===== config.mk =====
export PLATFORM = sky130hd
export DESIGN_NAME = mmc_regs
export DESIGN_NICKNAME = d
export VERILOG_FILES = /design/src/hw/mmc_pulse_timer.v /design/src/hw/mmc_mask_reg.v /design/src/hw/mmc_regs.v
export VERILOG_INCLUDE_DIRS = /design/src /design/src/hw
export SDC_FILE = /design/constraint.sdc
export NUM_CORES = 1
export LEC_CHECK = 0
export BUFFER_PORTS_ARGS = -buffer_cell sky130_fd_sc_hd__buf_2
export CORE_AREA = 2 2 90 92
export DETAILED_ROUTE_END_ITERATION = 12
export DIE_AREA = 0 0 92 94
export GPL_ROUTABILITY_DRIVEN = 0
export PLACE_DENSITY = 0.87
export SYNTH_ARGS = -nofsm -noshare
export SYNTH_HDL_FRONTEND = slang
export SYNTH_SLANG_ARGS = --single-unit

===== constraint.sdc =====
create_clock -name CLOCK_I -period 2.1 [get_ports CLOCK_I]
set_input_delay 0.42 -clock CLOCK_I [delete_from_list [all_inputs] [get_ports CLOCK_I]]
set_output_delay 0.42 -clock CLOCK_I [all_outputs]
set_load 0.03 [all_outputs]

===== src/hw/mmc_regs_map.vh =====
`ifndef MMC_REGS_MAP_VH
`define MMC_REGS_MAP_VH

// register addresses (8-bit register pointer)
`define MMC_ADDR_MASK_ONE    8'h43
`define MMC_ADDR_MASK_TWO    8'h44
`define MMC_ADDR_CASE_CLR    8'h46
`define MMC_ADDR_CODE_PRE    8'h47
`define MMC_ADDR_CODE_HI_ID  8'h49
`define MMC_ADDR_CONFIG_TWO  8'h4a
`define MMC_ADDR_STATUS_ONE  8'h41
`define MMC_ADDR_STATUS_TWO  8'h42

// reset values
`define MMC_RST_MASK         8'h00
`define MMC_RST_CASE_CLR     8'h00
`define MMC_RST_PRESCALE     4'h5
`define MMC_RST_TACH_DIV     2'h1
`define MMC_RST_CONFIG_TWO   8'h00

// field positions and reserved-bit masks
`define MMC_CASE_CLR_BIT     7
`define MMC_CFG_OVERTEMP_OUT_N_MASK   0
`define MMC_CFG_LOCK_AMB     1
`define MMC_CFG_LOCK_REM     2
`define MMC_CFG_ACPI_MODE    3
`define MMC_CFG_AUX_A_EN     6
`define MMC_CFG_AUX_B_EN     7
`define MMC_CFG_RSVD_MASK    8'h30
`define MMC_MASK2_RSVD       8'h0c

// thermal status bits in the combined 16-bit status vector
`define MMC_THERMAL_BITS     16'h2030

// case-open pulse: least time in ms, clock in kHz
`define MMC_CASE_PULSE_MS    20
`define MMC_CLOCK_KHZ        100000

`endif


===== src/hw/mmc_pulse_timer.v =====
`timescale 1ns/1ps
`default_nettype none

module mmc_pulse_timer #(
   parameter integer CYCLES = 2000000,
   parameter integer WIDTH  = 21
) (
   // clock and reset
   input  wire             clk_i,
   input  wire             resetn_i,
   // control
   input  wire             start_i,
   output reg              busy_o
);

   reg [WIDTH-1:0] count_q;

   always @(posedge clk_i or negedge resetn_i) begin
      if (!resetn_i) begin
         count_q <= {WIDTH{1'b0}};
         busy_o  <= 1'b0;
      end else if (start_i && !busy_o) begin
         count_q <= CYCLES[WIDTH-1:0] - {{(WIDTH-1){1'b0}}, 1'b1};
         busy_o  <= 1'b1;
      end else if (busy_o) begin
         if (count_q == {WIDTH{1'b0}}) begin
            busy_o <= 1'b0;
         end else begin
            count_q <= count_q - {{(WIDTH-1){1'b0}}, 1'b1};
         end
      end
   end

endmodule // mmc_pulse_timer

`default_nettype wire


===== src/hw/mmc_mask_reg.v =====
`timescale 1ns/1ps
`default_nettype none

module mmc_mask_reg #(
   parameter [7:0] RESET_VAL = 8'h00,
   parameter [7:0] WR_MASK   = 8'hff
) (
   // clock and reset
   input  wire       clk_i,
   input  wire       resetn_i,
   // write port and stored value
   input  wire       we_i,
   input  wire [7:0] wdata_i,
   output reg  [7:0] value_o
);

   always @(posedge clk_i or negedge resetn_i) begin
      if (!resetn_i) begin
         value_o <= RESET_VAL;
      end else if (we_i) begin
         value_o <= (wdata_i & WR_MASK) | (value_o & ~WR_MASK);
      end
   end

endmodule // mmc_mask_reg

`default_nettype wire


===== src/hw/mmc_regs.v =====
// Operation
// set mask bit blocks its status bit
// both mask registers eight bits, reset zero
// second mask bit map, bits 2-3 low; here they stay writable and are low only after reset
// case-clear bit pulses case_open low 20ms
// case-clear bits 0-6 read zero
// prescale register low nibble shows code pins
// bits 5:4 select tach_a prescaler
// bits 7:6 select tach_b prescaler
// prescalers reset to divide-by-2
// bit0 code pin five, bits 7:1 fixed
// thermal mask gates interrupt only
// bit1 write-once locks ambient fan register
// bit2 write-once locks remote fan register
// bit3 selects overtemp output acpi mode
// bit6 enables aux input a interrupt
// bit7 enables aux input b interrupt
// config bits 5:4 reserved read-only
// reading status clears returned conditions
// interrupt asserts on unmasked status bit
`timescale 1ns/1ps
`default_nettype none
`include "mmc_regs_map.vh"

module mmc_regs #(
   parameter integer CASE_PULSE_CYCLES =
      (`MMC_CASE_PULSE_MS * `MMC_CLOCK_KHZ),
   parameter [6:0]   IDENT_CODE = 7'h2a  // arbitrary value
) (
   // clock and reset
   input  wire       CLOCK_I,
   input  wire       RESETN_I,
   // soft reset of the lock bits (hard or soft reset request)
   input  wire       SOFT_RESET_I,
   // register access
   input  wire [7:0] ADDR_I,
   input  wire       WR_I,
   input  wire       RD_I,
   input  wire [7:0] WDATA_I,
   output reg  [7:0] RDATA_O,
   // status from, and clear strobes to, the monitoring core
   input  wire [7:0] STATUS_ONE_I,
   input  wire [7:0] STATUS_TWO_I,
   output reg        STATUS_ONE_CLR_O,
   output reg        STATUS_TWO_CLR_O,
   // pins
   input  wire [3:0] CORE_VOLTAGE_CODE_I,
   input  wire       CORE_VOLTAGE_CODE_HI_I,
   input  wire       AUX_IRQ_A_I,
   input  wire       AUX_IRQ_B_I,
   input  wire       AUX_PINS_AS_IRQ_I,
   output reg        INT_N_O,
   output reg        CASE_OPEN_N_O,
   output reg        CASE_OPEN_OE_O,
   // controls to the rest of the monitor
   output reg  [1:0] TACH_A_PRESCALE_O,
   output reg  [1:0] TACH_B_PRESCALE_O,
   output reg        OVERTEMP_ACPI_MODE_O,
   output reg        AMB_FAN_WR_LOCK_O,
   output reg        REM_FAN_WR_LOCK_O,
   output reg        AUX_IRQ_A_ACTIVE_O,
   output reg        AUX_IRQ_B_ACTIVE_O
);

   localparam [7:0] STATUS_ONE_ADDR = `MMC_ADDR_STATUS_ONE;
   localparam [7:0] STATUS_TWO_ADDR = `MMC_ADDR_STATUS_TWO;

   wire [7:0] mask_one;
   wire [7:0] mask_two;
   wire       case_busy;
   reg  [3:0] prescale_q;
   reg  [7:0] config_q;
   reg        case_req_q;
   reg        case_busy_q;
   reg  [7:0] rdata_d;
   reg [15:0] status_eff;

   wire we_mask_one = WR_I && (ADDR_I == `MMC_ADDR_MASK_ONE);
   wire we_mask_two = WR_I && (ADDR_I == `MMC_ADDR_MASK_TWO);

   mmc_mask_reg #(
      .RESET_VAL (`MMC_RST_MASK),
      .WR_MASK   (8'hff)
   ) u_mask_one (
      .clk_i     (CLOCK_I),
      .resetn_i  (RESETN_I),
      .we_i      (we_mask_one),
      .wdata_i   (WDATA_I),
      .value_o   (mask_one)
   );

   // reserved bits 2-3 stay writable but power up low
   mmc_mask_reg #(
      .RESET_VAL (`MMC_RST_MASK),
      .WR_MASK   (8'hff)
   ) u_mask_two (
      .clk_i     (CLOCK_I),
      .resetn_i  (RESETN_I),
      .we_i      (we_mask_two),
      .wdata_i   (WDATA_I),
      .value_o   (mask_two)
   );

   // the counter holds the pin low for at least the full time
   mmc_pulse_timer #(
      .CYCLES (CASE_PULSE_CYCLES),
      .WIDTH  (32)
   ) u_case_timer (
      .clk_i    (CLOCK_I),
      .resetn_i (RESETN_I),
      .start_i  (case_req_q && !case_busy_q),
      .busy_o   (case_busy)
   );

   always @(posedge CLOCK_I or negedge RESETN_I) begin
      if (!RESETN_I) begin
         prescale_q  <= `MMC_RST_PRESCALE;
         config_q    <= `MMC_RST_CONFIG_TWO;
         case_req_q  <= 1'b0;
         case_busy_q <= 1'b0;
      end else begin
         case_busy_q <= case_busy;
         if (WR_I && ADDR_I == `MMC_ADDR_CODE_PRE) begin
            prescale_q <= WDATA_I[7:4];
         end
         // bit clears once the timer has run and dropped
         if (WR_I && ADDR_I == `MMC_ADDR_CASE_CLR &&
             WDATA_I[`MMC_CASE_CLR_BIT]) begin
            case_req_q <= 1'b1;
         end else if (case_busy_q && !case_busy) begin
            case_req_q <= 1'b0;
         end
         if (WR_I && ADDR_I == `MMC_ADDR_CONFIG_TWO) begin
            config_q[`MMC_CFG_OVERTEMP_OUT_N_MASK] <= WDATA_I[`MMC_CFG_OVERTEMP_OUT_N_MASK];
            config_q[`MMC_CFG_ACPI_MODE]  <= WDATA_I[`MMC_CFG_ACPI_MODE];
            config_q[`MMC_CFG_AUX_A_EN]   <= WDATA_I[`MMC_CFG_AUX_A_EN];
            config_q[`MMC_CFG_AUX_B_EN]   <= WDATA_I[`MMC_CFG_AUX_B_EN];
            // write-once: a one sticks until reset
            config_q[`MMC_CFG_LOCK_AMB] <= config_q[`MMC_CFG_LOCK_AMB] |
                                           WDATA_I[`MMC_CFG_LOCK_AMB];
            config_q[`MMC_CFG_LOCK_REM] <= config_q[`MMC_CFG_LOCK_REM] |
                                           WDATA_I[`MMC_CFG_LOCK_REM];
         end
         if (SOFT_RESET_I) begin
            config_q[`MMC_CFG_LOCK_AMB] <= 1'b0;
            config_q[`MMC_CFG_LOCK_REM] <= 1'b0;
         end
      end
   end

   always @* begin
      rdata_d = 8'h00;
      case (ADDR_I)
         `MMC_ADDR_MASK_ONE:   rdata_d = mask_one;
         `MMC_ADDR_MASK_TWO:   rdata_d = mask_two;
         `MMC_ADDR_CASE_CLR:   rdata_d = {case_req_q, 7'h00};
         `MMC_ADDR_CODE_PRE:   rdata_d = {prescale_q, CORE_VOLTAGE_CODE_I};
         `MMC_ADDR_CODE_HI_ID: rdata_d = {IDENT_CODE, CORE_VOLTAGE_CODE_HI_I};
         `MMC_ADDR_CONFIG_TWO: rdata_d = config_q & ~`MMC_CFG_RSVD_MASK;
         STATUS_ONE_ADDR:      rdata_d = STATUS_ONE_I;
         STATUS_TWO_ADDR:      rdata_d = STATUS_TWO_I & ~`MMC_MASK2_RSVD;
         default:              rdata_d = 8'h00;
      endcase
   end

   // thermal bits drop out of the interrupt only; overtemp path elsewhere
   always @* begin
      status_eff = {STATUS_TWO_I & ~mask_two, STATUS_ONE_I & ~mask_one};
      if (config_q[`MMC_CFG_OVERTEMP_OUT_N_MASK]) begin
         status_eff = status_eff & ~`MMC_THERMAL_BITS;
      end
   end

   always @(posedge CLOCK_I or negedge RESETN_I) begin
      if (!RESETN_I) begin
         RDATA_O              <= 8'h00;
         STATUS_ONE_CLR_O     <= 1'b0;
         STATUS_TWO_CLR_O     <= 1'b0;
         INT_N_O              <= 1'b1;
         CASE_OPEN_N_O        <= 1'b1;
         CASE_OPEN_OE_O       <= 1'b0;
         TACH_A_PRESCALE_O    <= `MMC_RST_TACH_DIV;
         TACH_B_PRESCALE_O    <= `MMC_RST_TACH_DIV;
         OVERTEMP_ACPI_MODE_O <= 1'b0;
         AMB_FAN_WR_LOCK_O    <= 1'b0;
         REM_FAN_WR_LOCK_O    <= 1'b0;
         AUX_IRQ_A_ACTIVE_O   <= 1'b0;
         AUX_IRQ_B_ACTIVE_O   <= 1'b0;
      end else begin
         if (RD_I) begin
            RDATA_O <= rdata_d;
         end
         STATUS_ONE_CLR_O     <= RD_I && ADDR_I == STATUS_ONE_ADDR;
         STATUS_TWO_CLR_O     <= RD_I && ADDR_I == STATUS_TWO_ADDR;
         INT_N_O              <= ~(|status_eff);
         CASE_OPEN_N_O        <= ~case_busy;
         CASE_OPEN_OE_O       <= case_busy;
         TACH_A_PRESCALE_O    <= prescale_q[1:0];
         TACH_B_PRESCALE_O    <= prescale_q[3:2];
         OVERTEMP_ACPI_MODE_O <= config_q[`MMC_CFG_ACPI_MODE];
         AMB_FAN_WR_LOCK_O    <= config_q[`MMC_CFG_LOCK_AMB];
         REM_FAN_WR_LOCK_O    <= config_q[`MMC_CFG_LOCK_REM];
         AUX_IRQ_A_ACTIVE_O   <= AUX_PINS_AS_IRQ_I &&
                                 config_q[`MMC_CFG_AUX_A_EN] && AUX_IRQ_A_I;
         AUX_IRQ_B_ACTIVE_O   <= AUX_PINS_AS_IRQ_I &&
                                 config_q[`MMC_CFG_AUX_B_EN] && AUX_IRQ_B_I;
      end
   end

endmodule // mmc_regs

`default_nettype wire


==> flow_summary.toml, run 1 <==
[sta]
finalCriticalPeriod_ns = 2.03
grt_setup_unrepaired = "yes"
fin_tns_setup_ns = 0
setup_slack_ns = 0.0736
slew_viol_final = 0
hold_violations = 0
tightestPinTransition_ns = 0.698
relSlewSlack_pct = 53.4
fin_crit_sh_pct = 96.5
clock-skew-final_ns = 0.0168
max_freq_mhz = 493
fin_hold_ws_ns = 0.0427
report.final.setup_viol = 0

[power]
power_mw = 3.04
ir_worst_vdd_mv = 0.426
powerDensity_nw_per_um2 = 590
p_leak_nw = 2.38

[drt]
wl_um = 11300
vias = 3659
first_pass_iters = 5
wl_per_cell_um = 19.0
drtIter0Drc = 377
vias_per_cell = 6.15
drc_errors = 0
antenna_left = 0

[synth]
syn_area_per_cell_sq_um = 10.8
synth_seq_cells = 82
synth_fp_nets = 443
synth_edf_count = 0
synth_cell_types = 68
syn_inst = 397
synthFlopType = "dfrtp_1"
netlist_area_sq_um = 4270
yosys_warnings = 0
async_flop_share_pct = 100
ys_seq_area_share_pct = 48.2

[setup_path]
crit_arrival_ns = 2.32
timing.rr.start = "u_case_timer.count_q[4]"
r2r_setup_slack_ns = 0.07
worstRegToRegCells = 6
critPathMaxStageDelay_ns = 0.45
slowest_stage = "dfrtp_2"
crit_chain = "nor4_4 -> buf_4 -> and3_2 -> o311ai_2 -> or4_1 -> nand3_1"
crit_type = "register to register"
endpoint_kind = "register"
start_kind = "register"
crit_required_ns = 2.40
rr_endpoint = "u_case_timer.count_q[18]"
path_max_fanout = 5

[final_layout]
fin_util_pct = 67.7
drive_gt1_share_pct = 32.0
stdcell_count = 595
multi_input_area_sq_um = 2100
stdcell_area_sq_um = 5150
layout_common_cells = "73 x dfrtp_1, 65 x buf_2, 32 x inv_1"
fillers = 562
seq_area_sq_um = 2060
area_delta_synth_final_pct = 20.5
final_common_cell = "dfrtp_1"
fin_nets = 534
antenna_cells = 0

[grt]
grt_max_degree = 41
antenna_found_initial = 0
grt_pass1_wl_um = 18300
grt_pass1_vias = 3745
grt_overflow = 0
track_usage_pct = 27.3

[clock_tree]
cts-root-buf = "clkbuf_8"
clk_latency_ns = 0.36
htree_levels = 3
postCtsHoldBufs = 0
cts_tree = "done"
numCtsBuffers = 9
clockBufferDepth = 2
clk_pin_slew_ns = 0.10
cts_sinks = 82

[placement]
placed_cell_area_sq_um = 4860
preCtsSetupSlack_ns = -0.0786
dp_cells = 575
port_buffers = 66
dp.final_hpwl_um = 7940

[floorplan]
core_area_sq_um = 7610
die_width_um = 92
rows = 32
die-area_sq_um = 8650
io_pins = 67
initial_utilization_pct = 56.2
die_h_um = 94

[worst_hold_path]
hold_class = "primary input to asynchronous set/reset pin"

[run_status]
status = "complete, no violations"

[run]
drv_cap = 0
-- metal layers --
metal	share of wire, %	routed length, um	up-vias	track usage (%)
met5	0	0	-	0
met4	2.4	276	0	11.3
met3	7.0	794	30	4.25
met2	48	5480	178	44.5
met1	42	4770	1797	36.8
li1	-	-	1654	-
-- power breakdown --
part	internal, mW	total, mW	switching [mW]	leakage, nW
logic	0.0953	0.236	0.141	1.24
clock network	0.558	1.17	0.613	0.0962
registers	1.61	1.63	0.0245	1.04
total	2.26	3.04	0.778	2.38
-- state kept, by name, summed over array words and instances (netlist names), 2 cells and up --
signal and flops:
prescale_q 4, TACH_A_PRESCALE_O 2, config_q 6, u_case_timer.count_q 32
TACH_B_PRESCALE_O 2, RDATA_O 8, u_mask_one.value_o 8, u_mask_two.value_o 8
-- repair_timing --
action                     CTS  global route
buffers inserted             1             3
cloned                       0             0
pin swaps                    2             4
setup endpoints to repair    2            18
gates resized for setup      2            13
-- synthesized netlist by cell type, drive strengths merged (3+ instances only) --
master,instances,share of area (%)
nor4,13,3.7
nand4,6,1.0
a21oi,5,0.59
a22o,3,0.61
or4,5,0.97
and3,7,1.0
nand2,30,2.9
dfrtp,76,44
a222oi,3,0.70
mux2,28,8.1
o31ai,5,0.88
o21ai,11,1.4
xor2,5,1.0
nor3,14,2.1
o211ai,3,0.85
nand3,13,1.5
or3,3,0.44
mux2i,14,3.3
xnor2,6,1.2
inv,32,2.8
a211oi,8,1.4
nor3b,5,1.1
nor2,29,2.5
o22ai,13,1.9
clkbuf,9,0.79
nor4b,4,0.82
a22oi,4,0.70
a221oi,3,0.61
dfstp,6,3.7
buf,3,0.32
-- worst max-delay path: cells and delay by family, from the launching register on --
family / cells / cell delay, ns
DFF: 1 / 0.45
AOI/OAI and AO/OA: 1 / 0.17
and+or+nand+nor: 4 / 1.16
buffers and inverters: 1 / 0.20
-- area by class of cell --
class                   instances  share of cell area [%]
clock inverters                 7                    1.48
well taps                     102                    2.48
multi-input cells             271                    40.8
inverters                      32                    2.33
repair buffers                 92                    10.5
clock buffers                   9                    2.40
flip-flops and latches         82                    40.1
-- how the worst max path moves through the flow --
stage,from,to,cells past startpoint
after global routing,u_case_timer.count_q[26],u_case_timer.count_q[23],6
after global placement,ADDR_I[5],u_mask_one.value_o[6],6
after detailed placement,ADDR_I[5],u_mask_one.value_o[7],6
final,u_case_timer.count_q[4],u_case_timer.count_q[18],6
after floorplan,ADDR_I[5],u_mask_one.value_o[0],5
after CTS,u_case_timer.count_q[1],u_case_timer.count_q[25],7
-- kinds of logic after synthesis --
logic type / share of synthesized area [%]
and+or+nand+nor: 20.9
adders and majority gates: 0.293
AOI/OAI and AO/OA: 13.1
xor gates and xnor gates: 2.25
DFF: 48.2
muxes: 11.4
buffers and inverters: 3.92
Power figures use the tool's default switching activity.
==> run 2: changes to the inputs <==
- ABC_AREA: default -> 1
- CORE_AREA: 2 2 90 92 -> 2 2 93 95
- DIE_AREA: 0 0 92 94 -> 0 0 95 97
- PLACE_DENSITY: 0.87 -> 0.86
==> run 2 against run 1 <==
  * Setup slack gained 0.088 ns
  * Fmax grew 4.6%
  * Largest cell class unchanged
  * Synthesized cell count up 60%
  * Critical endpoint is now u_case_timer.count_q[11]
  * Via count up 21%
  * Die area increased by 6.6%
  * Cell area up 1.2%
  * Count of clock-buffer cells in the layout unchanged
  * Highest routed layer unchanged
  * Register-to-register slack better by 0.09 ns
==> flow_summary.toml, run 2 <==
[run_status]
status = "complete, no violations"

[sta]
fin_crit_sh_pct = 92.3
report.final.setup_viol = 0
fin_hold_ws_ns = 0.00564
grt_setup_unrepaired = "no"
slew_viol_final = 0
fin_tns_setup_ns = 0
clock-skew-final_ns = 0.00880
hold_violations = 0
relSlewSlack_pct = 62.8
tightestPinTransition_ns = 0.556
finalCriticalPeriod_ns = 1.94
max_freq_mhz = 516

[power]
powerDensity_nw_per_um2 = 1110
ir_worst_vdd_mv = 0.691
p_leak_nw = 2.81

[synth]
netlist_area_sq_um = 4570
synth_seq_cells = 82
synth_top_area_share_pct = 41.6
syn_area_per_cell_sq_um = 7.18
yosysTopAreaCell = "dfrtp_1"
synthXorXnorAreaFrac_pct = 2.30
synth_fp_nets = 682
syn_inst = 636
yosys_warnings = 0
synth_edf_count = 0
synth_top_family_by_area = "simple AND/OR/NAND/NOR gates"
async_flop_share_pct = 100
ys_seq_area_share_pct = 45.1
synthMuxAreaShare_pct = 0
synthFlopType = "dfrtp_1"
ys_top_cells_by_count = "198 x nand2_1, 93 x nor2_1, 76 x dfrtp_1"
synth.most_common_cell = "nand2_1"
synth_cell_types = 35
ys_top_cells_by_area = "dfrtp_1 42%, nand2_1 16%, nor2_1 7.6%"
synth-simple-area-share_pct = 36.6
synthAdderAreaFrac_pct = 0.274
synth_compound_area_share_pct = 8.05

[final_layout]
regMostFlops = "u_case_timer.count_q"
final_common_cell = "nand2_1"
fin_nets = 752
layout_common_cells = "198 x nand2_1, 93 x nor2_1, 76 x dfrtp_1"
area_delta_synth_final_pct = 14.2
antenna_cells = 0
largest_reg_flops = 32
fillers = 704
drive_gt1_share_pct = 16.0

[clock_tree]
cts_sinks = 82
htree_levels = 3
cts-root-buf = "clkbuf_8"
postCtsHoldBufs = 0
numCtsBuffers = 9
cts_resized = 0
cts_tree = "done"
clk_latency_ns = 0.36
clk_pin_slew_ns = 0.09
cts_setup_buffers = 0
clockBufferDepth = 2

[floorplan]
rows = 33
die_h_um = 97
die-area_sq_um = 9220
die_width_um = 95
core_area_sq_um = 8130
initial_utilization_pct = 56.2
io_pins = 67

[grt]
grt_pass1_vias = 4278
grt_max_degree = 41
track_usage_pct = 26.6
grt_pass1_wl_um = 19400
grt_overflow = 0
antenna_found_initial = 0

[setup_path]
endpoint_kind = "register"
r2r_setup_slack_ns = 0.16
crit_type = "register to register"
worstRegToRegCells = 10
path_max_fanout = 13
start_kind = "register"
crit_arrival_ns = 2.19
crit_required_ns = 2.35

[placement]
dp.final_hpwl_um = 8500
port_buffers = 66

[drt]
wl_per_cell_um = 14.1
drc_errors = 0
antenna_left = 0
drtIter0Drc = 315
first_pass_iters = 5
vias_per_cell = 5.44
vias = 4440
dr_wl_met3_um = 762
top_layer_used = "met4"
wl_met1_um = 4720
wl_um = 11500
met2_length_um = 5460

[worst_hold_path]
hold_class = "primary input to asynchronous set/reset pin"

[run]
drv_cap = 0
## run 2: final timing paths
kind | startpoint | end
setup / recovery | u_case_timer.count_q[0] | u_case_timer.count_q[11]
hold / removal | RESETN_I | config_q[1]
setup reg to reg | u_case_timer.count_q[0] | u_case_timer.count_q[11]
hold reg to reg | prescale_q[2] | TACH_B_PRESCALE_O[0]
max in group asynchronous | RESETN_I | u_case_timer.count_q[25]
min in group CLOCK_I | SOFT_RESET_I | config_q[1]
## run 2: per-layer routing
layer,vias to the layer above,track usage (%)
li1,2174,-
met1,2013,33.7
met2,202,43.0
met3,51,3.82
met4,0,15.2
met5,-,0
## run 2: layout make-up
type	count	area (sq um)	area share, %
clock inverter	7	76.3	1.46
tap	105	131	2.52
inverter	67	256	4.92
sequential	82	2060	39.5
clock buffer	9	124	2.38
multi-input combinational	472	2160	41.5
timing repair buffer	74	405	7.77
## run 2: critical path, stage by stage, from the launching register on
cell and delay [ns]:
dfrtp_1 0.40, inv_1 0.13, ha_2 0.25, nand2_2 0.10
nor2_4 0.18, nand2_2 0.10, o21ai_4 0.17, nand2_4 0.15
buf_4 0.22, nand2_1 0.08, nand2_1 0.05
## run 2: stage by stage
stage,area (sq um),instances,worst slack (ns),power (mW),util (%)
final,5220,816,0.162,5.81,64.1
after global routing,5220,816,0.0203,6.28,64.1
after CTS,5210,816,0.125,5.77,64.1
after detailed placement,5010,800,0.142,4.58,61.6
after global placement,5010,800,0.246,4.48,61.6
after floorplan,4570,636,0.441,4.02,-
## run 2: logic make-up after synthesis
logic type / Yosys count
and+or+nand+nor: 392
AOI/OAI and AO/OA: 67
xor gates and xnor gates: 12
buffers and inverters: 82
DFF: 82
adders and majority gates: 1
## run 2: where the power goes
part           internal [mW]  total [mW]  leakage (nW)  switching, mW
clock                  0.558        1.18        0.0962          0.620
sequential              1.86        2.16          1.10          0.307
combinational          0.789        2.47          1.62           1.68
total                   3.20        5.81          2.81           2.61
==> run 3: changes to the inputs <==
- CORE_AREA: 2 2 93 95 -> 2 2 98 90
- DIE_AREA: 0 0 95 97 -> 0 0 100 92
==> run 3 against run 2 <==
  * Setup slack gained 0.044 ns
  * Final cell count is the same
  * Total power shrank 1.6%
  * Via count grew 3.9%
  * Critical path type unchanged
  * Critical endpoint is now u_case_timer.count_q[18]
  * Highest routed layer unchanged
==> flow_summary.toml, run 3 (synthesized netlist as in run 2, its figures left out) <==
[run_status]
status = "complete, no violations"

[sta]
fin_crit_sh_pct = 90.2
max_freq_mhz = 528
tightestPinTransition_ns = 0.646
slew_viol_final = 0
finalCriticalPeriod_ns = 1.89
setup_slack_ns = 0.206
hold_violations = 0
report.final.setup_viol = 0
fin_hold_ws_ns = 0.0679
relSlewSlack_pct = 56.9
clock-skew-final_ns = 0.0104
grt_setup_unrepaired = "no"
fin_tns_setup_ns = 0

[clock_tree]
numCtsBuffers = 9
cts_setup_buffers = 0
cts_tree = "done"
clk_latency_ns = 0.36
clockBufferDepth = 2
cts_sinks = 82
clk_pin_slew_ns = 0.09
cts-root-buf = "clkbuf_8"
postCtsHoldBufs = 0
htree_levels = 3
cts_resized = 0

[floorplan]
die-area_sq_um = 9200
io_pins = 67
core_area_sq_um = 8330
die_h_um = 92
initial_utilization_pct = 54.9
rows = 32
die_width_um = 100

[final_layout]
area_delta_synth_final_pct = 13.6
drive_gt1_share_pct = 16.2
final_common_cell = "nand2_1"
antenna_cells = 0
fillers = 742
regMostFlops = "u_case_timer.count_q"
stdcell_area_sq_um = 5190
fin_nets = 755
largest_reg_flops = 32
layout_common_cells = "198 x nand2_1, 93 x nor2_1, 76 x dfrtp_1"
stdcell_count = 816

[setup_path]
crit_chain = "inv_1 -> ha_2 -> nand2_2 -> nor2_4 -> nand2_2 -> o21ai_4 -> nand2_4 -> buf_4 -> nand2_1 -> o21ai_1"
critPathLaunch = "u_case_timer.count_q[0]"
crit_type = "register to register"
cp.buffers_inverters = 2
crit_required_ns = 2.36
path_max_fanout = 14
cp_top_family = "simple AND/OR/NAND/NOR gates"
critPathMaxStageDelay_ns = 0.40
slowest_stage = "dfrtp_1"
endpoint_kind = "register"
start_kind = "register"
crit_arrival_ns = 2.15
cpMostUsedCell = "nand2_2"
timing.rr.start = "u_case_timer.count_q[0]"

[run]
drv_cap = 0

[drt]
wl_um = 12100
first_pass_iters = 7
drc_errors = 0
vias = 4611
wl_per_cell_um = 14.9
antenna_left = 0
vias_per_cell = 5.65
drtIter0Drc = 537

[placement]
port_buffers = 66
dp.final_hpwl_um = 8970
placed_cell_area_sq_um = 5020
preCtsSetupSlack_ns = 0.177
dp_cells = 800

[power]
p_leak_nw = 2.81
ir_worst_vdd_mv = 0.525
powerDensity_nw_per_um2 = 1100

[grt]
antenna_found_initial = 0
track_usage_pct = 27.1
grt_overflow = 0
grt_pass1_wl_um = 19800
grt_max_degree = 51
grt_pass1_vias = 4232

[worst_hold_path]
hold_class = "primary input to asynchronous set/reset pin"
==> run 3: changes by cell type in the layout (fill, tap and decap cells not counted) <==
cell        delta
clkinv_2       +2
clkinvlp_4     -1
buf_12         -1
bufinv_16      -1
clkinv_4       -1
buf_4          +4
clkbuf_1       +1
==> run 3: report_power, final <==
group          switching [mW]  leakage [nW]  internal, mW
Clock                   0.606        0.0868         0.432
Combinational            1.71          1.63         0.788
Sequential              0.321          1.10          1.86
==> run 3: layer usage <==
metal,vias up,track usage [%],share of wire (%)
met5,-,0,0
met4,0,7.19,2.2
met3,46,7.93,11
met2,275,40.0,43
met1,2117,39.1,43
li1,2173,-,-
==> run 3: cell type report <==
type                       instances  area (sq um)  area share [%]
sequential                        82          2060            39.7
tap                              102           128            2.46
multi-input combinational        472          2160            41.7
clock buffer                      10           128            2.46
clock inverter                     6          40.0           0.772
inverter                          67           256            4.94
timing repair buffer              77           415            8.01
==> run 3: path summary, 6_finish.rpt <==
kind                                            end  slack [ns]  cells past startpoint
min in group CLOCK_I                    config_q[2]        0.22                      2
hold reg to reg                TACH_B_PRESCALE_O[0]        0.39                      0
setup / recovery           u_case_timer.count_q[18]        0.21                     10
setup reg to reg           u_case_timer.count_q[18]        0.21                     10
max in group asynchronous  u_case_timer.count_q[31]        1.30                      2
hold / removal                   AUX_IRQ_A_ACTIVE_O        0.07                      1
==> run 3: stage by stage <==
stage                     power, mW  utilization (%)
final                          5.72             62.3
after global routing           6.12             62.3
after CTS                      5.63             62.2
after detailed placement       4.60             60.2
after global placement         4.50             60.2
after floorplan                4.02                -
